$ cat config.mk
export PLATFORM = sky130hd
export DESIGN_NAME = ssd_sysref_ctrl
export DESIGN_NICKNAME = d
export VERILOG_FILES = /design/src/rtl/ssd_sysref_ctrl.v /design/src/rtl/ssd_sync2.v
export VERILOG_INCLUDE_DIRS = /design/src /design/src/rtl
export SDC_FILE = /design/constraint.sdc
export NUM_CORES = 1
export LEC_CHECK = 0
export ABC_AREA = 1
export BUFFER_PORTS_ARGS = -buffer_cell sky130_fd_sc_hd__buf_2
export CAP_MARGIN = 15
export CORE_MARGIN = 5
export CORE_UTILIZATION = 30
export CTS_BUF_LIST = sky130_fd_sc_hd__clkbuf_16
export DETAILED_ROUTE_END_ITERATION = 8
export HOLD_SLACK_MARGIN = 0.03
export PLACE_DENSITY = 0.49
export SLEW_MARGIN = 0
export SYNTH_ARGS = -nofsm -noshare
export SYNTH_HDL_FRONTEND = slang
export SYNTH_SLANG_ARGS = --single-unit
$ cat constraint.sdc
create_clock -name core_clk -period 8 [get_ports core_clk]
set_clock_uncertainty 0.15 [all_clocks]
set_input_delay 0.4 -clock core_clk [delete_from_list [all_inputs] [get_ports core_clk]]
set_output_delay 0.4 -clock core_clk [all_outputs]
set_load 0.02 [all_outputs]
$ cat src/rtl/ssd_map.vh
// Purpose: Register map, field positions, resets and serial frame layout
// Assumes: Byte registers reached over the three-wire serial control port
// Notes:   What this block does is listed below
//
// What this block does
// - Bit 2 routes the sysref output from source mux (0) or reference input zero (1).
// - Bits 1:0 pick source: sync, re-clocked sync, burst, continuous.
// - 13-bit divide, high five bits then low byte; 8..8191 divide by value.
// - 13-bit digital delay, high five bits then low byte; 8..8191 delay.
// - Burst-length write launches pulses when burst source selected and powered.
// - Burst length code n gives two-to-the-n pulses; reset value 3.
// - Bit 4 feeds loop two N divider from prescaler (0) or feedback mux (1).
// - Bit 3 feeds loop one N delay from oscillator input (0) or feedback mux (1).
// - Bits 2:1 pick feedback: output six, output eight, divider, external.
// - Circuit power-down set stops divider and sysref output; reset value 1.
// - Burst generator power-down set blocks bursts; reset value 1.
`ifndef SSD_MAP_VH
`define SSD_MAP_VH

// Register addresses
`define SSD_ADDR_SRC        13'h139
`define SSD_ADDR_DIV_HI     13'h13a
`define SSD_ADDR_DIV_LO     13'h13b
`define SSD_ADDR_DLY_HI     13'h13c
`define SSD_ADDR_DLY_LO     13'h13d
`define SSD_ADDR_BURST      13'h13e
`define SSD_ADDR_FB         13'h13f
`define SSD_ADDR_PWR        13'h140

// Reset values
`define SSD_RST_SRC         8'h00
`define SSD_RST_DIV_HI      8'h0c
`define SSD_RST_DIV_LO      8'h00
`define SSD_RST_DLY_HI      8'h00
`define SSD_RST_DLY_LO      8'h08
`define SSD_RST_BURST       8'h03
`define SSD_RST_FB          8'h00
`define SSD_RST_PWR         8'h07

// Field positions
`define SSD_SRC_DIRECT_BIT  2
`define SSD_FB_LOOP2_BIT    4
`define SSD_FB_LOOP1_BIT    3
`define SSD_FB_SEL_HI       2
`define SSD_FB_SEL_LO       1
`define SSD_FB_EN_BIT       0
`define SSD_PWR_SYSREF_BIT  2
`define SSD_PWR_PLSR_BIT    0

// Source codes
`define SSD_SRC_SYNC        2'h0
`define SSD_SRC_RECLK       2'h1
`define SSD_SRC_BURST       2'h2
`define SSD_SRC_CONT        2'h3

// Serial frame: R/W, two spare bits, 13-bit address, 8 data bits
`define SSD_FRAME_BITS      5'h18
`define SSD_HDR_BITS        5'h10

`endif

$ cat src/rtl/ssd_sysref_ctrl.v
// Purpose: SYSREF source select, divider, delay, burst and feedback mux control
// Assumes: core_clk is the distribution clock; serial port sampled on it
// Notes:   Serial clock must be well below core_clk/4 for edge detection
`timescale 1ns/1ps
`include "ssd_map.vh"
module ssd_sysref_ctrl (
    input  wire core_clk,
    input  wire rst,
    input  wire spi_sck,
    input  wire spi_cs_n,
    input  wire spi_sdi,
    output reg  spi_sdo,
    output wire spi_sdo_oe,
    input  wire sync_in,
    input  wire reference_input_zero,
    input  wire device_clock_output_six,
    input  wire device_clock_output_eight,
    input  wire external_feedback_in,
    output reg  sysref_out,
    output reg  feedback_clk_out,
    output wire loop_two_ndiv_input_select,
    output wire loop_one_ndelay_input_select,
    output wire feedback_select_power_on,
    output wire sysref_burst_busy
);
    // Pin synchronisers; frame select enters inverted so reset reads as deselected
    wire [7:0] pins_s;
    ssd_sync2 #(.WIDTH(8)) ssd_sync2_i (
        .core_clk (core_clk),
        .rst      (rst),
        .async_in ({spi_sck, ~spi_cs_n, spi_sdi, sync_in, reference_input_zero,
                    device_clock_output_six, device_clock_output_eight,
                    external_feedback_in}),
        .sync_out (pins_s)
    );
    wire sck_s  = pins_s[7];
    wire csn_s  = ~pins_s[6];                  // No false frame end after reset
    wire sdi_s  = pins_s[5];
    wire sync_s = pins_s[4];
    wire ref0_s = pins_s[3];
    wire dc6_s  = pins_s[2];
    wire dc8_s  = pins_s[1];
    wire ext_s  = pins_s[0];

    // Register file
    reg [7:0] src_reg, div_hi_reg, div_lo_reg, dly_hi_reg, dly_lo_reg;
    reg [7:0] burst_reg, fb_reg, pwr_reg;

    // Serial port state
    reg        sck_d_reg;
    reg        csn_d_reg;
    reg [4:0]  bit_cnt_reg;
    reg [23:0] shift_reg;
    reg [7:0]  rd_shift_reg;
    reg        rd_mode_reg;
    wire       sck_rise = sck_s & ~sck_d_reg;
    wire       sck_fall = ~sck_s & sck_d_reg;
    wire       cs_end   = csn_s & ~csn_d_reg;
    wire [12:0] hdr_addr = shift_reg[12:0];
    wire       wr_go    = cs_end & (bit_cnt_reg == `SSD_FRAME_BITS) & ~shift_reg[23];
    wire [12:0] wr_addr = shift_reg[20:8];
    wire [7:0] wr_data  = shift_reg[7:0];

    assign spi_sdo_oe = rd_mode_reg & ~csn_s;

    // Readback mux, reserved bits forced to zero
    reg [7:0] rd_data;
    always @* begin
        case (hdr_addr)
            `SSD_ADDR_SRC:    rd_data = {5'h00, src_reg[2:0]};
            `SSD_ADDR_DIV_HI: rd_data = {3'h0, div_hi_reg[4:0]};
            `SSD_ADDR_DIV_LO: rd_data = div_lo_reg;
            `SSD_ADDR_DLY_HI: rd_data = {3'h0, dly_hi_reg[4:0]};
            `SSD_ADDR_DLY_LO: rd_data = dly_lo_reg;
            `SSD_ADDR_BURST:  rd_data = {6'h00, burst_reg[1:0]};
            `SSD_ADDR_FB:     rd_data = {3'h0, fb_reg[4:0]};
            `SSD_ADDR_PWR:    rd_data = {5'h00, pwr_reg[2:0]};
            default:          rd_data = 8'h00;
        endcase
    end

    // Frame shifter: bits enter on rising sck, read data leaves on falling sck
    always @(posedge core_clk or posedge rst) begin
        if (rst) begin
            sck_d_reg    <= 1'b0;
            csn_d_reg    <= 1'b1;
            bit_cnt_reg  <= 5'h00;
            shift_reg    <= 24'h000000;
            rd_shift_reg <= 8'h00;
            rd_mode_reg  <= 1'b0;
            spi_sdo      <= 1'b0;
        end else begin
            sck_d_reg <= sck_s;
            csn_d_reg <= csn_s;
            if (csn_s) begin
                bit_cnt_reg <= 5'h00;
                rd_mode_reg <= 1'b0;
            end else if (sck_rise && bit_cnt_reg != `SSD_FRAME_BITS) begin
                shift_reg   <= {shift_reg[22:0], sdi_s};
                bit_cnt_reg <= bit_cnt_reg + 5'h01;
            end else if (sck_fall && bit_cnt_reg == `SSD_HDR_BITS) begin
                rd_mode_reg  <= shift_reg[15];
                rd_shift_reg <= {rd_data[6:0], 1'b0};
                spi_sdo      <= rd_data[7];
            end else if (sck_fall && rd_mode_reg) begin
                spi_sdo      <= rd_shift_reg[7];
                rd_shift_reg <= {rd_shift_reg[6:0], 1'b0};
            end
        end
    end

    // Register writes at end of a complete write frame
    wire burst_wr = wr_go & (wr_addr == `SSD_ADDR_BURST);
    always @(posedge core_clk or posedge rst) begin
        if (rst) begin
            src_reg    <= `SSD_RST_SRC;
            div_hi_reg <= `SSD_RST_DIV_HI;
            div_lo_reg <= `SSD_RST_DIV_LO;
            dly_hi_reg <= `SSD_RST_DLY_HI;
            dly_lo_reg <= `SSD_RST_DLY_LO;
            burst_reg  <= `SSD_RST_BURST;
            fb_reg     <= `SSD_RST_FB;
            pwr_reg    <= `SSD_RST_PWR;
        end else if (wr_go) begin
            case (wr_addr)
                `SSD_ADDR_SRC:    src_reg    <= {5'h00, wr_data[2:0]};
                `SSD_ADDR_DIV_HI: div_hi_reg <= {3'h0, wr_data[4:0]};
                `SSD_ADDR_DIV_LO: div_lo_reg <= wr_data;
                `SSD_ADDR_DLY_HI: dly_hi_reg <= {3'h0, wr_data[4:0]};
                `SSD_ADDR_DLY_LO: dly_lo_reg <= wr_data;
                `SSD_ADDR_BURST:  burst_reg  <= {6'h00, wr_data[1:0]};
                `SSD_ADDR_FB:     fb_reg     <= {3'h0, wr_data[4:0]};
                `SSD_ADDR_PWR:    pwr_reg    <= {5'h00, wr_data[2:0]};
                default:          ;
            endcase
        end
    end

    wire [1:0]  source_sel  = src_reg[1:0];
    wire        direct_sel  = src_reg[`SSD_SRC_DIRECT_BIT];
    wire [12:0] divide_prog = {div_hi_reg[4:0], div_lo_reg};
    wire [12:0] delay_prog  = {dly_hi_reg[4:0], dly_lo_reg};
    wire        sysref_circuit_powerdown   = pwr_reg[`SSD_PWR_SYSREF_BIT];
    wire        plsr_pd     = pwr_reg[`SSD_PWR_PLSR_BIT];

    // Divider and delay; programmed values load only on a sync event
    reg         sync_d_reg;
    reg         recl_reg;
    reg  [12:0] div_act_reg;
    reg  [12:0] dly_cnt_reg;
    reg  [12:0] ph_cnt_reg;
    localparam [15:0] div_reset_full = {`SSD_RST_DIV_HI, `SSD_RST_DIV_LO};
    wire        sync_evt = sync_s & ~sync_d_reg;
    wire        dly_done = (dly_cnt_reg == 13'h0000);
    wire        per_end  = dly_done & (ph_cnt_reg == div_act_reg - 13'h0001);
    wire        div_out  = dly_done & (ph_cnt_reg < {1'b0, div_act_reg[12:1]});
    always @(posedge core_clk or posedge rst) begin
        if (rst) begin
            sync_d_reg  <= 1'b0;
            recl_reg    <= 1'b0;
            div_act_reg <= div_reset_full[12:0];
            dly_cnt_reg <= 13'h0000;
            ph_cnt_reg  <= 13'h0000;
        end else begin
            sync_d_reg <= sync_s;
            if (per_end) begin
                recl_reg <= sync_s;                    // Sync retimed to divider phase
            end
            if (sysref_circuit_powerdown) begin
                dly_cnt_reg <= 13'h0000;
                ph_cnt_reg  <= 13'h0000;
            end else if (sync_evt) begin
                div_act_reg <= divide_prog;
                dly_cnt_reg <= delay_prog;
                ph_cnt_reg  <= 13'h0000;
            end else if (!dly_done) begin
                dly_cnt_reg <= dly_cnt_reg - 13'h0001;
            end else if (per_end) begin
                ph_cnt_reg <= 13'h0000;
            end else begin
                ph_cnt_reg <= ph_cnt_reg + 13'h0001;
            end
        end
    end

    // Burst generator: launch waits for a period boundary to keep whole pulses
    reg        pend_reg;
    reg  [3:0] left_reg;
    wire       burst_ok = (source_sel == `SSD_SRC_BURST) & ~sysref_circuit_powerdown & ~plsr_pd;
    assign sysref_burst_busy = pend_reg | (left_reg != 4'h0);
    always @(posedge core_clk or posedge rst) begin
        if (rst) begin
            pend_reg <= 1'b0;
            left_reg <= 4'h0;
        end else if (!burst_ok) begin
            pend_reg <= 1'b0;
            left_reg <= 4'h0;
        end else if (burst_wr) begin
            pend_reg <= 1'b1;
        end else if (per_end) begin
            if (pend_reg) begin
                pend_reg <= 1'b0;
                left_reg <= 4'h1 << burst_reg[1:0];
            end else if (left_reg != 4'h0) begin
                left_reg <= left_reg - 4'h1;
            end
        end
    end

    // Output source selection
    reg src_mux;
    always @* begin
        case (source_sel)
            `SSD_SRC_SYNC:  src_mux = sync_s;
            `SSD_SRC_RECLK: src_mux = recl_reg;
            `SSD_SRC_BURST: src_mux = div_out & (left_reg != 4'h0);
            `SSD_SRC_CONT:  src_mux = div_out;
            default:        src_mux = 1'b0;
        endcase
    end

    // Feedback path controls
    assign loop_two_ndiv_input_select   = fb_reg[`SSD_FB_LOOP2_BIT];
    assign loop_one_ndelay_input_select = fb_reg[`SSD_FB_LOOP1_BIT];
    assign feedback_select_power_on     = fb_reg[`SSD_FB_EN_BIT];
    reg feedback_path_control;
    always @* begin
        case (fb_reg[`SSD_FB_SEL_HI:`SSD_FB_SEL_LO])
            2'h0:    feedback_path_control = dc6_s;
            2'h1:    feedback_path_control = dc8_s;
            2'h2:    feedback_path_control = div_out & ~sysref_circuit_powerdown;
            2'h3:    feedback_path_control = ext_s;
            default: feedback_path_control = 1'b0;
        endcase
    end

    // Registered outputs; power-down silences sysref whatever the source
    always @(posedge core_clk or posedge rst) begin
        if (rst) begin
            sysref_out       <= 1'b0;
            feedback_clk_out <= 1'b0;
        end else begin
            sysref_out       <= ~sysref_circuit_powerdown & (direct_sel ? ref0_s : src_mux);
            feedback_clk_out <= feedback_select_power_on & feedback_path_control;
        end
    end
endmodule // ssd_sysref_ctrl

$ cat src/rtl/ssd_sync2.v
// Purpose: Two flip-flop synchroniser for a group of pin inputs
// Assumes: Inputs are asynchronous to core_clk
// Notes:   First stage feeds only the second stage
`timescale 1ns/1ps
module ssd_sync2 #(
    parameter WIDTH = 1
) (
    input  wire             core_clk,
    input  wire             rst,
    input  wire [WIDTH-1:0] async_in,
    output reg  [WIDTH-1:0] sync_out
);
    reg [WIDTH-1:0] meta_reg;

    // Double register to settle metastability
    always @(posedge core_clk or posedge rst) begin
        if (rst) begin
            meta_reg <= {WIDTH{1'b0}};
            sync_out <= {WIDTH{1'b0}};
        end else begin
            meta_reg <= async_in;
            sync_out <= meta_reg;
        end
    end
endmodule // ssd_sync2

==> summary.md <==
| Metric | Value |
|---|---|
| CP required | 8.17 ns |
| Area leader, netlist | dfrtp_1 |
| CP Capture Type | flop |
| Hpwl dp | 13800 um |
| Nets | 992 |
| Synth Register Bits | 143 |
| Pin count of the biggest net entering global routing | 73 |
| Chip width | 166 um |
| Initial drt markers | 365 |
| Diode count | 0 |
| Placed insts | 1260 |
| Core area | 24200 um^2 |
| Reg2reg start | bit_cnt_reg[0] |
| Synth Area per Inst | 7.85 um^2 |
| Num CTS Buffers | 17 |
| Yosys cell types | 41 |
| Busiest metal layer after global routing | met2 |
| Hold crit path type | flop to flop |
| RR Endpoint | spi_sdo |
| Post-CTS resize count | 0 |
| Ys Warns | 0 |
| FF-to-FF path depth | 11 |
| GRT Overall Usage | 14.0% |
| Clock Sinks | 143 |
| Slew at the pin with the worst max-slew slack | 1.02 ns |
| Final max-slew violation count | 0 |
| First-pass GRT wire length | 31700 um |
| Post-Synthesis Cells | 932 |
| Fillers | 2544 |
| Worst-path fanout max | 13 |
| Multi-input logic area | 3200 um^2 |
| Run status | finished, final reports clean |
| ANT nets after route | 0 |
| Port Buffers | 17 |
| CP Launch Type | flop |
| Antenna violations before repair | 0 |
| Cell area after synthesis | 7320 um^2 |
| CTS tree | done |
| Top post-synthesis cells by area | dfrtp_1, nand2_1, o21ai_0 |
| Die Footprint | 27600 um^2 |
| WP data arrival | 2.82 ns |
| Final count of hold timing violations | 0 |
| GPL Wtd Cong | 0.852 |
| Drt pass-1 iters | 5 |
| Post-synth top area share | 45.1% |
| Starting density of the core | 30.3% |
| Max FFs per register | 24 |
| EDFF count, synth | 0 |
| Die Y | 166 um |
| Post-Syn Nets | 960 |
| Avg WL per Cell | 14.5 um |
| Final WL | 18800 um |
| Critical path destination | spi_sdo |
| Post-route non-filler standard cell count | 1301 |
| CP Launch Point | bit_cnt_reg[0] |
| Via density | 4.64 |
| Setup TNS | 0 ns |
| Area grow syn2layout | 15.2% |
| Leak | 3.94 nW |
| CTS clk-pin slew, worst paths | 0.07 ns |
| Row cnt | 57 |
| Reg2reg setup slack | 5.34 ns |
| VDD IR-drop max | 148 uV |
| Slew HR | 31.8% |
| Ports | 18 |
| Synth Flop Type | dfrtp_1 |
| Sequential area share after synthesis | 49.1% |
| Share of layout cells above drive strength 1 | 8.90% |
| CTS H-tree lvls | 4 |
| Clock Latency Late Sink | 0.43 ns |
| Asr flop ratio synth | 100% |
| Final setup vio count | 0 |
| RSZ-0062 raised after global routing | no |
| Met2 Track Usage GR | 23.3% |
| Worst setup path class | flop to flop |
| Min Tclk post-route | 2.66 ns |
| CTS root buf | clkbuf_16 |
| Util after Layout | 34.9% |
| Clock Tree Buf Depth | 2 |
| Residual DRC | 0 |
| Max Cap Viol | 0 |
| DR vias | 6032 |
| Vias in the first global route | 5943 |
| Final Cycle Share | 33.2% |
| Overall power | 1.84 mW |
| P per Cell Area | 218 nW/um^2 |
| Register area | 3590 um^2 |
| Total grt overflow | 0 |
| Met1 GRT Util | 19.2% |
| Peak Freq | 376 MHz |
| GR Layer Usage met3 | 2.83% |
-- cell usage in the layout, fill, tap and decap left out, types with 2 or more instances in the layout --
cell type	count
a211oi_1	2
a21oi_1	29
buf_2	17
buf_4	2
clkbuf_16	17
clkinv_4	4
clkinvlp_4	2
dfrtp_1	132
dfstp_2	11
dlygate4sd3_1	9
ha_1	18
inv_1	120
inv_2	4
inv_6	4
inv_8	4
nand2_1	261
nand2_2	2
nand3_1	69
nand4_1	12
nand4_2	3
nor2_1	63
nor2_2	6
nor2_4	3
nor3_1	15
o211ai_1	3
o21ai_0	115
o21ai_1	10
o22ai_1	8
or2_2	2
xnor2_1	4
xor2_1	10
-- Yosys cell counts (2+ instances only) --
library cell,n
a211oi_1,2
a21oi_1,29
buf_2,5
clkbuf_1,9
dfrtp_1,132
dfstp_2,11
ha_1,18
inv_1,120
inv_2,4
nand2_1,261
nand2_2,2
nand3_1,69
nand4_1,12
nand4_2,3
nor2_1,63
nor2_2,6
nor2_4,3
nor3_1,15
o211ai_1,3
o21ai_0,115
o21ai_1,10
o22ai_1,8
or2_2,2
xnor2_1,4
xor2_1,10
-- critical path, cell delays in order (launching register included) --
cell and delay, ns:
dfrtp_1 0.40, inv_1 0.10, ha_1 0.14, nand2_1 0.05
nor2_1 0.12, nand3_1 0.21, inv_1 0.33, a21oi_1 0.07
nor2_1 0.52, inv_1 0.27, nand2_1 0.12, nand2_1 0.06
-- through the flow --
stage	cell area, um^2	hold WS (ns)	setup slack (ns)
after floorplan	7320	0.181	3.63
after global placement	7760	0.182	5.31
after detailed placement	7760	0.185	5.33
after CTS	8430	0.200	5.31
after global routing	8430	0.206	4.99
final	8430	0.199	5.34
-- worst min-delay path by stage --
stage	cells past startpoint	end	startpoint	slack (ns)
after global routing	0	ssd_sync2_i.sync_out[0]	ssd_sync2_i.meta_reg[0]	0.21
after floorplan	0	ssd_sync2_i.sync_out[0]	ssd_sync2_i.meta_reg[0]	0.18
after detailed placement	0	ssd_sync2_i.sync_out[3]	ssd_sync2_i.meta_reg[3]	0.18
after global placement	0	ssd_sync2_i.sync_out[6]	ssd_sync2_i.meta_reg[6]	0.18
final	0	ssd_sync2_i.sync_out[3]	ssd_sync2_i.meta_reg[3]	0.20
after CTS	0	ssd_sync2_i.sync_out[3]	ssd_sync2_i.meta_reg[3]	0.20
-- cell type report --
type	instances	area share, %
inverter	124	5.58
clock buffer	17	5.04
clock inverter	15	1.84
sequential	143	42.6
tap	324	4.81
multi-input combinational	650	37.9
timing repair buffer	28	2.25
-- metal layers --
layer	share of wire, %	routed length (um)
met1	49	9320
met3	2.7	502
met4	0.60	113
met2	47	8910
met5	0	0
-- power breakdown --
group          total, mW  internal (mW)  switching (mW)  leakage, nW
clock              0.795          0.440           0.355        0.284
sequential         0.805          0.767          0.0378         1.89
combinational      0.239         0.0756           0.164         1.77
-- repair_timing --
item / 4_1_cts / 5_1_grt
buffers inserted: 0 / 0
setup endpoints to repair: 0 / 0
hold endpoints to repair: 73 / 0
hold buffers: 9 / 0
-- cell families after synthesis --
logic type	Yosys count	synth area share [%]
xor gates and xnor gates	14	1.68
AOI/OAI and AO/OA	174	12.5
and+or+nand+nor	444	26.4
buffers and inverters	139	7.26
adders and majority gates	18	3.08
DFF	143	49.1
Note: power is estimated with default switching activity, not from simulation.
